==> src/core/speech_cls_cfg.svh <==
// Offsets, field positions, sizes and counts of the speech payload classifier
`ifndef SPEECH_CLS_CFG_SVH
`define SPEECH_CLS_CFG_SVH

// ----------------------------------------------------------------
// Register word offsets (byte addresses)
// ----------------------------------------------------------------
`define ADDR_CTRL        5'h00
`define ADDR_STATUS      5'h04
`define ADDR_LENGTH      5'h08
`define ADDR_FIELDS      5'h0C
`define ADDR_TSTAMP      5'h10
`define ADDR_REDUND      5'h14

// ----------------------------------------------------------------
// Control field positions and reset value
// ----------------------------------------------------------------
`define CTRL_HF_ONLY     0
`define CTRL_ACCEPT_HF   1
`define CTRL_CHAN_AWARE  2
`define CTRL_RESET       3'h2

// ----------------------------------------------------------------
// Protected payload sizes in bits
// ----------------------------------------------------------------
`define LEN_PRIM_SIL     12'h030
`define LEN_AMBIG        12'h038
`define LEN_LEG_6K6      12'h088
`define LEN_PRIM_7K2     12'h090
`define LEN_PRIM_8K0     12'h0A0
`define LEN_LEG_8K85     12'h0B8
`define LEN_PRIM_9K6     12'h0C0
`define LEN_LEG_12K65    12'h100
`define LEN_PRIM_13K2    12'h108
`define LEN_LEG_14K25    12'h120
`define LEN_LEG_15K85    12'h140
`define LEN_PRIM_16K4    12'h148
`define LEN_LEG_18K25    12'h170
`define LEN_LEG_19K85    12'h190
`define LEN_LEG_23K05    12'h1D0
`define LEN_LEG_23K85    12'h1E0
`define LEN_PRIM_24K4    12'h1E8
`define LEN_PRIM_32K     12'h280
`define LEN_PRIM_48K     12'h3C0
`define LEN_PRIM_64K     12'h500
`define LEN_PRIM_96K     12'h780
`define LEN_PRIM_128K    12'hA00

// ----------------------------------------------------------------
// Padding, timestamp and bus answers
// ----------------------------------------------------------------
`define PAD_6K6          3'h1
`define PAD_8K85         3'h4
`define TS_CLOCK_HZ      16000
`define FRAME_MS         20
`define TS_STEP          32'((`TS_CLOCK_HZ * `FRAME_MS) / 1000)
`define RESP_OKAY        2'h0
`define RESP_SLVERR      2'h2
`define HDR_BYTES        2

`endif

==> src/core/speech_cls_pkg.sv <==
// Types shared by the speech payload classifier and its bench
`default_nettype none
package speech_cls_pkg;

	typedef enum logic [2:0] {
		KIND_NONE,
		KIND_PRIM,
		KIND_PRIM_SIL,
		KIND_LEGACY,
		KIND_LEGACY_SIL_HF,
		KIND_HDR_FULL
	} payloadKind_t;

	typedef enum logic [2:0] {
		REDUND_NONE,
		REDUND_XFORM_FREQ,
		REDUND_XFORM_TIME_A,
		REDUND_XFORM_TIME_B,
		REDUND_FULL_PREDICT,
		REDUND_NO_PREDICT,
		REDUND_GENERIC_PREDICT,
		REDUND_NOISE_EXCITED
	} redundType_t;

	typedef struct packed {
		logic [7:0] data;
		logic       last;
	} payByte_t;

	typedef struct packed {
		payloadKind_t kind;
		logic [13:0]  rateCenti;
		logic [11:0]  lengthBits;
		logic [2:0]   padBits;
		logic [2:0]   rateRequest;
		logic         silLpScheme;
		logic [1:0]   silBand;
		logic         silRateHigh;
		logic [6:0]   silGain;
		logic [2:0]   silHangover;
		logic [4:0]   chanIdx;
		logic         redundFlag;
		logic [2:0]   redundOffset;
		redundType_t  redundType;
		logic         xformOnly;
		logic         hiqCore;
		logic         prevLp;
		logic         prevLpRateHigh;
		logic         hdrIsRequest;
	} classResult_t;

endpackage : speech_cls_pkg
`default_nettype wire

==> src/core/speech_payload_classifier.sv <==
// Speech payload classifier: size-based mode decode, field parse, RTP fields
//
// Summary of operation
// - Primary-mode bitrate follows only from compact payload length; 48 bits is silence.
// - Nine legacy lengths map to legacy-interoperable rates; 56 bits is ambiguous.
// - Compact primary payload is one frame, first encoder bit leftmost.
// - Compact legacy payload is 3-bit rate request, frame, then zero pad.
// - Timestamp runs at 16 kHz, advancing 320 per 20 ms frame-block.
// - Marker is one only when first frame-block starts a talkspurt.
// - Bytes most significant first, bits most significant first.
// - Every primary silence descriptor is exactly 48 bits, two variants.
// - Frequency-domain descriptor: flag, 2-bit band, rate bit, 7-bit gain, energies.
// - Scheme flag, band code and core rate bit select their meanings.
// - Linear-prediction descriptor: flag, band bit, rate bit, 3-bit hangover, spectra.
// - Band bit picks WB or SWB; hangover counts preceding hangover frames.
// - Channel-aware index sits in the first five frame bits.
// - Last three bits are redundant type, two before them the offset.
// - Offset gives distance 2, 3, 5 or 7; type has eight kinds.
// - With redundancy flag clear the frame is plain 13.2 kbps.
// - 48 kbps is transform only; high rates fixed at 960 to 2560 bits.
// - At 64 kbps first bit picks linear-prediction or high-quality transform.
// - High-quality transform: previous-core bit, then rate bit only if set.
// - Legacy-interoperable frames are recognised for the older payload format.
// - Compact and header-full payloads may mix; header-full only is selectable.
// - For 56 bits, first bit zero is primary 2.8, one is legacy silence.
// - Header-full first byte MSB: zero contents byte, one rate request.
// - Legacy pad is one bit at 6.6, four at 8.85, else none.
`timescale 1ns/1ns
`default_nettype none
`include "speech_cls_cfg.svh"

module speech_payload_classifier (
	// Clock and reset
	input  wire logic                        ref_clk,
	input  wire logic                        nrst,
	// Received payload bytes from the packet transport
	input  wire logic                        payValid,
	input  wire speech_cls_pkg::payByte_t    payByte,
	// Classification towards the codec core and jitter buffer
	output var  logic                        resValid,
	output var  speech_cls_pkg::classResult_t result,
	output var  logic                        resError,
	// RTP header fields for the sending side
	input  wire logic                        frameTick,
	input  wire logic                        pktSend,
	input  wire logic                        talkspurtFirst,
	output var  logic [31:0]                 rtpTimestamp,
	output var  logic                        rtpMarker,
	// AXI4-Lite slave
	input  wire logic [4:0]                  awaddr,
	input  wire logic                        awvalid,
	output var  logic                        awready,
	input  wire logic [31:0]                 wdata,
	input  wire logic [3:0]                  wstrb,
	input  wire logic                        wvalid,
	output var  logic                        wready,
	output var  logic [1:0]                  bresp,
	output var  logic                        bvalid,
	input  wire logic                        bready,
	input  wire logic [4:0]                  araddr,
	input  wire logic                        arvalid,
	output var  logic                        arready,
	output var  logic [31:0]                 rdata,
	output var  logic [1:0]                  rresp,
	output var  logic                        rvalid,
	input  wire logic                        rready
);
	import speech_cls_pkg::*;

	// ------------------------------------------------------------
	// Payload capture
	// ------------------------------------------------------------
	logic [8:0]   byteCnt_q;
	logic [7:0]   hdr_q [`HDR_BYTES];
	logic [7:0]   tail_q;
	logic [11:0]  lenBits_q;
	logic         pend_q;
	logic [2:0]   ctrl_q;
	logic [15:0]  errCnt_q;
	classResult_t res_d;
	logic         err_d;

	// Bytes arrive in order, so byte 0 bit 7 is the first payload bit
	generate
		for (genvar i = 0; i < `HDR_BYTES; i++) begin : g_hdr
			always_ff @(posedge ref_clk or negedge nrst) begin
				if (!nrst) begin
					hdr_q[i] <= 8'h00;
				end else if (payValid && byteCnt_q == 9'(i)) begin
					hdr_q[i] <= payByte.data;
				end
			end
		end
	endgenerate

	// Longer payloads saturate so they can never alias a protected size
	always_ff @(posedge ref_clk or negedge nrst) begin
		if (!nrst) begin
			byteCnt_q <= 9'h000;
			tail_q    <= 8'h00;
			lenBits_q <= 12'h000;
			pend_q    <= 1'b0;
		end else begin
			pend_q <= payValid && payByte.last;
			if (payValid) begin
				tail_q <= payByte.data;
				if (payByte.last) begin
					byteCnt_q <= 9'h000;
					lenBits_q <= (byteCnt_q == 9'h1FF) ? 12'hFFF
						: {byteCnt_q + 9'h001, 3'h0};
				end else if (byteCnt_q != 9'h1FF) begin
					byteCnt_q <= byteCnt_q + 9'h001;
				end
			end
		end
	end

	// ------------------------------------------------------------
	// Classification
	// ------------------------------------------------------------
	always_comb begin
		logic [7:0] b0;
		logic [7:0] b1;
		logic       known;
		b0    = hdr_q[0];
		b1    = hdr_q[1];
		known = 1'b1;
		err_d = 1'b0;
		res_d = '0;
		res_d.kind       = KIND_PRIM;
		res_d.lengthBits = lenBits_q;
		res_d.redundType = REDUND_NONE;
		// Rates in hundredths of kbps
		case (lenBits_q)
			`LEN_PRIM_SIL: begin
				res_d.kind      = KIND_PRIM_SIL;
				res_d.rateCenti = 14'h00F0;
			end
			`LEN_AMBIG: begin
				if (b0[7]) begin
					res_d.kind = KIND_LEGACY_SIL_HF;
					res_d.hdrIsRequest = 1'b1;
				end else begin
					res_d.rateCenti = 14'h0118;
				end
			end
			`LEN_PRIM_7K2:  res_d.rateCenti = 14'h02D0;
			`LEN_PRIM_8K0:  res_d.rateCenti = 14'h0320;
			`LEN_PRIM_9K6:  res_d.rateCenti = 14'h03C0;
			`LEN_PRIM_13K2: res_d.rateCenti = 14'h0528;
			`LEN_PRIM_16K4: res_d.rateCenti = 14'h0668;
			`LEN_PRIM_24K4: res_d.rateCenti = 14'h0988;
			`LEN_PRIM_32K:  res_d.rateCenti = 14'h0C80;
			`LEN_PRIM_48K:  res_d.rateCenti = 14'h12C0;
			`LEN_PRIM_64K:  res_d.rateCenti = 14'h1900;
			`LEN_PRIM_96K:  res_d.rateCenti = 14'h2580;
			`LEN_PRIM_128K: res_d.rateCenti = 14'h3200;
			`LEN_LEG_6K6:   res_d.rateCenti = 14'h0294;
			`LEN_LEG_8K85:  res_d.rateCenti = 14'h0375;
			`LEN_LEG_12K65: res_d.rateCenti = 14'h04F1;
			`LEN_LEG_14K25: res_d.rateCenti = 14'h0591;
			`LEN_LEG_15K85: res_d.rateCenti = 14'h0631;
			`LEN_LEG_18K25: res_d.rateCenti = 14'h0721;
			`LEN_LEG_19K85: res_d.rateCenti = 14'h07C1;
			`LEN_LEG_23K05: res_d.rateCenti = 14'h0901;
			`LEN_LEG_23K85: res_d.rateCenti = 14'h0951;
			default:        known = 1'b0;
		endcase
		// Legacy sizes carry the 3-bit rate request ahead of the frame
		case (lenBits_q)
			`LEN_LEG_6K6, `LEN_LEG_8K85, `LEN_LEG_12K65, `LEN_LEG_14K25,
			`LEN_LEG_15K85, `LEN_LEG_18K25, `LEN_LEG_19K85,
			`LEN_LEG_23K05, `LEN_LEG_23K85: begin
				res_d.kind        = KIND_LEGACY;
				res_d.rateRequest = b0[7:5];
				res_d.padBits = (lenBits_q == `LEN_LEG_6K6) ? `PAD_6K6
					: (lenBits_q == `LEN_LEG_8K85) ? `PAD_8K85 : 3'h0;
			end
			default: ;
		endcase
		// Silence descriptor: scheme flag selects the field layout
		if (res_d.kind == KIND_PRIM_SIL) begin
			res_d.silLpScheme = b0[7];
			if (!b0[7]) begin
				res_d.silBand     = b0[6:5];
				res_d.silRateHigh = b0[4];
				res_d.silGain     = {b0[3:0], b1[7:5]};
			end else begin
				res_d.silBand     = {1'b0, b0[6]};
				res_d.silRateHigh = b0[5];
				res_d.silHangover = b0[4:2];
			end
		end
		// Channel-aware framing is only known by session setup
		if (lenBits_q == `LEN_PRIM_13K2 && ctrl_q[`CTRL_CHAN_AWARE]) begin
			res_d.chanIdx    = b0[7:3];
			res_d.redundFlag = b0[3];
			if (b0[3]) begin
				unique case (tail_q[4:3])
					2'h0: res_d.redundOffset = 3'h2;
					2'h1: res_d.redundOffset = 3'h3;
					2'h2: res_d.redundOffset = 3'h5;
					2'h3: res_d.redundOffset = 3'h7;
				endcase
				res_d.redundType = redundType_t'(tail_q[2:0]);
			end
		end
		res_d.xformOnly = (lenBits_q == `LEN_PRIM_48K);
		if (lenBits_q == `LEN_PRIM_64K) begin
			res_d.hiqCore = b0[7];
			if (b0[7]) begin
				res_d.prevLp         = b0[6];
				res_d.prevLpRateHigh = b0[6] & b0[5];
			end else begin
				res_d.chanIdx = b0[6:2];
			end
		end
		// Unknown sizes are header-full when allowed, else dropped
		if (ctrl_q[`CTRL_HF_ONLY] || !known) begin
			res_d.kind         = KIND_HDR_FULL;
			res_d.hdrIsRequest = b0[7];
			res_d.rateCenti    = 14'h0000;
			err_d = !ctrl_q[`CTRL_HF_ONLY] && !ctrl_q[`CTRL_ACCEPT_HF];
		end
	end

	always_ff @(posedge ref_clk or negedge nrst) begin
		if (!nrst) begin
			resValid <= 1'b0;
			resError <= 1'b0;
			result   <= '0;
			errCnt_q <= 16'h0000;
		end else begin
			resValid <= pend_q && !err_d;
			resError <= pend_q && err_d;
			if (pend_q && !err_d) begin
				result <= res_d;
			end
			if (pend_q && err_d && errCnt_q != 16'hFFFF) begin
				errCnt_q <= errCnt_q + 16'h0001;
			end
		end
	end

	// ------------------------------------------------------------
	// RTP timestamp and marker
	// ------------------------------------------------------------
	logic        wrDo;
	logic [4:0]  awAddr_q;
	logic [31:0] wData_q;
	logic [3:0]  wStrb_q;

	// A software write to the timestamp wins over a frame tick
	always_ff @(posedge ref_clk or negedge nrst) begin
		if (!nrst) begin
			rtpTimestamp <= 32'h0000_0000;
		end else if (wrDo && awAddr_q == `ADDR_TSTAMP) begin
			for (int k = 0; k < 4; k++) begin
				if (wStrb_q[k]) begin
					rtpTimestamp[8*k +: 8] <= wData_q[8*k +: 8];
				end
			end
		end else if (frameTick) begin
			rtpTimestamp <= rtpTimestamp + `TS_STEP;
		end
	end

	always_ff @(posedge ref_clk or negedge nrst) begin
		if (!nrst) begin
			rtpMarker <= 1'b0;
		end else if (pktSend) begin
			rtpMarker <= talkspurtFirst;
		end
	end

	// ------------------------------------------------------------
	// AXI4-Lite slave
	// ------------------------------------------------------------
	assign wrDo = !awready && !wready && !bvalid;

	always_ff @(posedge ref_clk or negedge nrst) begin
		if (!nrst) begin
			awready  <= 1'b1;
			wready   <= 1'b1;
			bvalid   <= 1'b0;
			bresp    <= `RESP_OKAY;
			awAddr_q <= 5'h00;
			wData_q  <= 32'h0000_0000;
			wStrb_q  <= 4'h0;
		end else begin
			if (awvalid && awready) begin
				awready  <= 1'b0;
				awAddr_q <= awaddr;
			end
			if (wvalid && wready) begin
				wready  <= 1'b0;
				wData_q <= wdata;
				wStrb_q <= wstrb;
			end
			if (wrDo) begin
				bvalid <= 1'b1;
				bresp  <= (awAddr_q == `ADDR_CTRL
					|| awAddr_q == `ADDR_TSTAMP) ? `RESP_OKAY : `RESP_SLVERR;
			end
			if (bvalid && bready) begin
				bvalid  <= 1'b0;
				awready <= 1'b1;
				wready  <= 1'b1;
			end
		end
	end

	always_ff @(posedge ref_clk or negedge nrst) begin
		if (!nrst) begin
			ctrl_q <= `CTRL_RESET;
		end else if (wrDo && awAddr_q == `ADDR_CTRL && wStrb_q[0]) begin
			ctrl_q <= wData_q[2:0];
		end
	end

	always_ff @(posedge ref_clk or negedge nrst) begin
		if (!nrst) begin
			arready <= 1'b1;
			rvalid  <= 1'b0;
			rdata   <= 32'h0000_0000;
			rresp   <= `RESP_OKAY;
		end else if (arvalid && arready) begin
			arready <= 1'b0;
			rvalid  <= 1'b1;
			rresp   <= `RESP_OKAY;
			case (araddr)
				`ADDR_CTRL:   rdata <= {29'h0, ctrl_q};
				`ADDR_STATUS: rdata <= {errCnt_q, 13'h0, result.kind};
				`ADDR_LENGTH: rdata <= {2'h0, result.rateCenti,
					4'h0, result.lengthBits};
				`ADDR_FIELDS: rdata <= {result.hdrIsRequest,
					result.prevLpRateHigh, result.prevLp, result.hiqCore,
					result.xformOnly, result.padBits, result.rateRequest,
					result.silLpScheme, result.silBand, result.silRateHigh,
					result.silGain, result.silHangover, 7'h00};
				`ADDR_TSTAMP: rdata <= rtpTimestamp;
				`ADDR_REDUND: rdata <= {20'h0, result.chanIdx,
					result.redundFlag, result.redundOffset, result.redundType};
				default: begin
					rdata <= 32'h0000_0000;
					rresp <= `RESP_SLVERR;
				end
			endcase
		end else if (rvalid && rready) begin
			rvalid  <= 1'b0;
			arready <= 1'b1;
		end
	end

	// ------------------------------------------------------------
	// Assertions
	// ------------------------------------------------------------
	property p_ts_step;
		@(posedge ref_clk) disable iff (!nrst)
		frameTick && !wrDo |=> rtpTimestamp == $past(rtpTimestamp) + 32'd320;
	endproperty
	a_ts_step: assert property (p_ts_step)
		else $error("timestamp did not advance by one frame-block");

	property p_marker;
		@(posedge ref_clk) disable iff (!nrst)
		pktSend |=> rtpMarker == $past(talkspurtFirst);
	endproperty
	a_marker: assert property (p_marker)
		else $error("marker does not follow talkspurt start");

	// Back-to-back packets are legal, so the hold is checked per cycle
	property p_marker_hold;
		@(posedge ref_clk) disable iff (!nrst)
		!pktSend |=> $stable(rtpMarker);
	endproperty
	a_marker_hold: assert property (p_marker_hold)
		else $error("marker changed without a packet");

	property p_sil_len;
		@(posedge ref_clk) disable iff (!nrst)
		resValid && result.kind == KIND_PRIM_SIL |-> result.lengthBits == 12'd48;
	endproperty
	a_sil_len: assert property (p_sil_len)
		else $error("silence descriptor with wrong length");

	property p_legacy_len;
		@(posedge ref_clk) disable iff (!nrst)
		resValid && result.kind == KIND_LEGACY |-> result.lengthBits inside
			{12'd136, 12'd184, 12'd256, 12'd288, 12'd320, 12'd368,
			 12'd400, 12'd464, 12'd480};
	endproperty
	a_legacy_len: assert property (p_legacy_len)
		else $error("legacy class for a non-legacy size");

	property p_pad;
		@(posedge ref_clk) disable iff (!nrst)
		resValid && result.kind == KIND_LEGACY |-> result.padBits ==
			(result.lengthBits == 12'd136 ? 3'd1
			: result.lengthBits == 12'd184 ? 3'd4 : 3'd0);
	endproperty
	a_pad: assert property (p_pad)
		else $error("wrong legacy padding count");

	property p_latency;
		@(posedge ref_clk) disable iff (!nrst)
		payValid && payByte.last |-> ##2 (resValid ^ resError);
	endproperty
	a_latency: assert property (p_latency)
		else $error("payload end not answered two cycles later");

	property p_redund_off;
		@(posedge ref_clk) disable iff (!nrst)
		resValid && !result.redundFlag |-> result.redundOffset == 3'd0
			&& result.redundType == REDUND_NONE;
	endproperty
	a_redund_off: assert property (p_redund_off)
		else $error("redundancy fields set with flag clear");

	property p_offset;
		@(posedge ref_clk) disable iff (!nrst)
		resValid && result.redundFlag |->
			result.redundOffset inside {3'd2, 3'd3, 3'd5, 3'd7};
	endproperty
	a_offset: assert property (p_offset)
		else $error("illegal redundant frame distance");

	property p_err_drop;
		@(posedge ref_clk) disable iff (!nrst)
		resError |-> !resValid ##1 $stable(result);
	endproperty
	a_err_drop: assert property (p_err_drop)
		else $error("errored payload was not discarded");

	c_silence: cover property (@(posedge ref_clk) disable iff (!nrst)
		resValid && result.kind == KIND_PRIM_SIL);
	c_chan_aware: cover property (@(posedge ref_clk) disable iff (!nrst)
		resValid && result.redundFlag);
	c_error: cover property (@(posedge ref_clk) disable iff (!nrst)
		resError);
	c_ambig: cover property (@(posedge ref_clk) disable iff (!nrst)
		resValid && result.kind == KIND_LEGACY_SIL_HF);

endmodule : speech_payload_classifier
`default_nettype wire

==> config.mk <==
export PLATFORM = sky130hd
export DESIGN_NAME = speech_payload_classifier
export DESIGN_NICKNAME = d
export VERILOG_FILES = /design/src/core/speech_cls_pkg.sv /design/src/core/speech_payload_classifier.sv
export VERILOG_INCLUDE_DIRS = /design/src /design/src/core
export SDC_FILE = /design/constraint.sdc
export NUM_CORES = 1
export LEC_CHECK = 0
export BUFFER_PORTS_ARGS = -buffer_cell sky130_fd_sc_hd__buf_2
export CORE_ASPECT_RATIO = 0.9
export CORE_MARGIN = 3
export CORE_UTILIZATION = 35
export DETAILED_ROUTE_END_ITERATION = 10
export PLACE_DENSITY_LB_ADDON = 0.25
export SLEW_MARGIN = 20
export SYNTH_ARGS = -nofsm -noshare
export SYNTH_HDL_FRONTEND = slang
export SYNTH_SLANG_ARGS = --single-unit
==> constraint.sdc <==
create_clock -name ref_clk -period 3.2 [get_ports ref_clk]
set_clock_uncertainty 0.1 [all_clocks]
set_input_delay 0.16 -clock ref_clk [delete_from_list [all_inputs] [get_ports ref_clk]]
set_output_delay 0.16 -clock ref_clk [all_outputs]
set_load 0.01 [all_outputs]
==> impl_metrics.tcl <==
set metrics [dict create \
    placement_rows 61 \
    post_synth_num_cell_types 79 \
    dr.first_iter.drc_count 782 \
    critical_path.endpoint_type "flop" \
    hold_path_class "in -> async" \
    ctsHtreeMaxLevel 1 \
    report.final.slew_viol_count 0 \
    via_per_inst 5.292 \
    synth_flop_cell "dfrtp_1" \
    drc_errors 0 \
    cts_buffers 27 \
    cts_num_sinks 232 \
    global_route_wire_length_before_repair_mm 57.39 \
    clk_pin_slew_worst_paths_ns 0.07 \
    worstSetupPathType "reg -> reg" \
    cellLeakagePower_nw 6.584 \
    clk_latency_worst_skew_pair_ns 0.55 \
    rsz_0062_raised_after_global_routing "no" \
    synth.area.top_cells "dfrtp_1 51%, mux2_2 6.9%, nand2_1 4.8%" \
    gr-total-overflow 0 \
    synth-seq-area-share_pct 51.45 \
    synth_top_family_by_area "simple AND/OR/NAND/NOR gates" \
    cts_post_setup_buffers_inserted 0 \
    post_synth_and_or_nand_nor_area_fraction_pct 16.16 \
    worst-slew-pin-transition_ns 0.9807 \
    synth.avg_cell_area_sq_um 10.18 \
    synth_largest_area_cell "dfrtp_1" \
    portBuffers 203 \
    internal_power_of_the_cells_mw 6.829 \
    setup-violations-final 0 \
    p_seq_share_pct 45.1 \
    finalInstanceArea_sq_mm 0.01437 \
    post_synth_instance_area_sq_mm 0.01129 \
    timing.max_cap.violations 0 \
    critical_path.max_fanout 15 \
    place_area_sq_mm 0.01282 \
    synthAdderAreaFrac_pct 0.7755 \
    die_width_um 195.3 \
    gr-usage-all-layers_pct 21.18 \
    p_sw_mw 3.647 \
    synth_enable_flop_cells 0 \
    whs_ns 0.1046 \
    placedCellCount 1692 \
    gp_congestion 0.9028 \
    cts-root-buf "clkbuf_16" \
    power_mw 10.48 \
    r2r_slack_ns 0.28 \
    ios 208 \
    wire_per_inst_um 20.60 \
    fill_cells 3014 \
    async_flop_share_pct 100.0 \
    initial_core_util_pct 36.00 \
    start_kind "flop" \
    ir_worst_vdd_v 0.0004307 \
    max-slew-margin-rel_pct 34.62 \
    power_per_cell_area_mw_per_mm2 729.2 \
    p_clk_share_pct 29.7 \
    synth_seq_cells 232 \
    synth_compound_area_share_pct 15.54 \
    layout_worst_path_cycle_share_pct 91.35 \
    pwr-share-comb_pct 25.2 \
    fin_crit_ns 2.923 \
    finalNonFillerCells 1806 \
    routed_wl_mm 37.21 \
    status "completed" \
    die_height_um 176.4 \
    nets 1449 \
    grt_antenna_before_repair 1 \
    fraction_of_synthesized_cell_area_in_xor_and_xnor_cells_pct 1.861 \
    grt_pass1_vias 9474 \
    synth-warning-count 0 \
    timing.critical_path.required_ns 3.55 \
    switching_share_pct 34.81 \
    coreArea_sq_mm 0.03137 \
    area_growth_pct 27.21 \
    setup_tns_ns 0 \
    design.die.area_sq_mm 0.03446 \
    detailedPlacementHpwl_mm 28.16 \
    synth_cells 1109 \
    drtPass1Iterations 7 \
    cp.arrival_ns 3.28 \
    drive_above_1_share_pct 27.22 \
    dr_total_vias 9558 \
    maximum_operating_frequency_mhz 342.1 \
    fraction_of_synthesized_area_in_multiplexers_pct 10.02 \
    cts_tree "built" \
    hold_viol_final 0 \
    largest_net_degree_at_the_start_of_global_routing 86 \
    number_of_nets_still_failing_antenna_checks_after_routing 0 \
    max-clock-path-buffers 3 \
    synth_top_area_share_pct 50.52 \
]
registers in the layout, indices dropped and copies added, names as in the netlist, 9 cells and up:
| register | flops |
|---|---|
| errCnt_q | 16 |
| lenBits_q | 10 |
| wData_q | 32 |
| byteCnt_q | 9 |
| result | 62 |
| hdr_q | 11 |
| rtpTimestamp | 32 |
| rdata | 32 |
worst max-delay path, cell delays in order, from the launching register on:
cell,delay (ns)
dfrtp_1,0.47
buf_4,0.21
nand2b_1,0.27
nor2_1,0.15
o31ai_4,0.24
nand4_4,0.17
or4_4,0.68
nor4_1,0.34
xor2_1,0.18
synth_stat cells (4+ instances only):
cell type,n
nor3_1,25
nor2_1,92
a222oi_1,4
buf_1,7
and2_1,7
xor2_1,13
o31ai_1,8
mux2_2,69
dfstp_2,4
nand2_1,144
mux2_1,11
nor3_2,4
xnor2_1,11
inv_1,30
a22o_1,9
nor2b_1,7
a21oi_1,26
nand4_1,8
nand2b_1,7
a211oi_1,15
and3_1,10
o22ai_1,9
a311oi_1,10
clkbuf_1,41
mux2i_1,23
buf_6,5
a221oi_1,18
o21ai_0,87
buf_4,14
a31oi_1,7
nor4_1,14
dfrtp_1,228
a21o_1,8
nand3_1,38
ha_1,7
or3_1,4
a22oi_1,13
o21ai_1,9
cell type report:
| cell class | count | area [sq um] | share of cell area (%) |
|---|---|---|---|
| Sequential cell | 232 | 5813 | 40.46 |
| Multi-Input combinational cell | 780 | 5027 | 34.99 |
| Timing Repair Buffer | 305 | 2002 | 13.93 |
| Clock buffer | 39 | 770.7 | 5.365 |
| Tap cell | 409 | 511.7 | 3.562 |
| Clock inverter | 10 | 126.4 | 0.8796 |
| Inverter | 30 | 112.6 | 0.7838 |
| Antenna cell | 1 | 2.502 | 0.01742 |
placed cells by master (no fill, tap or decap), drive strengths merged, types with 11 or more instances in the layout:
| master | netlist | layout |
|---|---|---|
| xor2 | 13 | 13 |
| inv | 30 | 32 |
| mux2 | 80 | 80 |
| nor3 | 29 | 29 |
| xnor2 | 11 | 11 |
| buf | 29 | 241 |
| a211oi | 15 | 15 |
| a21oi | 26 | 26 |
| a221oi | 18 | 18 |
| a22oi | 13 | 13 |
| nand3 | 38 | 38 |
| nand2 | 145 | 145 |
| nor4 | 17 | 17 |
| dfrtp | 228 | 228 |
| dlygate4sd3 | 0 | 64 |
| o21ai | 97 | 97 |
| mux2i | 23 | 23 |
| clkbuf | 41 | 39 |
| nor2 | 92 | 92 |
power groups by stage:
stage / clock network, mW / registers (mW) / logic, mW
6_report: 3.11 / 4.73 / 2.64
3_5_place_dp: 0 / 4.77 / 2.57
2_1_floorplan: 0 / 4.49 / 1.60
3_3_place_gp: 0 / 4.76 / 2.54
5_1_grt: 3.30 / 4.84 / 2.92
4_1_cts: 3.19 / 4.73 / 2.66
kinds of logic after synthesis:
| logic type | count (synthesis) |
|---|---|
| buffers and inverters | 100 |
| muxes | 103 |
| adders and majority gates | 7 |
| xor gates and xnor gates | 24 |
| other | 1 |
| AOI/OAI and AO/OA | 257 |
| and+or+nand+nor | 385 |
| DFF | 232 |
through the flow:
step           setup slack [ns]  util, %
2_1_floorplan            0.6029        -
3_3_place_gp             0.2524    40.88
3_5_place_dp             0.2701    40.88
4_1_cts                  0.2091    45.78
5_1_grt                 0.02767    45.80
6_report                 0.2767    45.80
what timing repair did:
item	in CTS	in global routing
gates resized for setup	0	2
endpoints found under the setup margin	0	2
hold buffers	64	0
hold endpoints to repair	152	0
layer usage:
metal  vias up  track usage, %  wire length (um)
li1       4546               -                 -
met1      4653           30.63             17150
met2       313           33.23             16960
met3        46           3.625              2210
met4         0           5.287               892
met5         -               0                 0
worst paths after layout:
path | startpoint | endpoint | cells after the start
setup / recovery | lenBits_q[7] | errCnt_q[13] | 8
hold / removal | nrst | result[41] | 2
setup reg to reg | lenBits_q[7] | errCnt_q[13] | 8
hold reg to reg | rdata[2] | rdata[2] | 1
max in group asynchronous | nrst | wData_q[23] | 3
min in group ref_clk | araddr[1] | rdata[0] | 5
No activity file was read; power rests on OpenSTA's default activity.
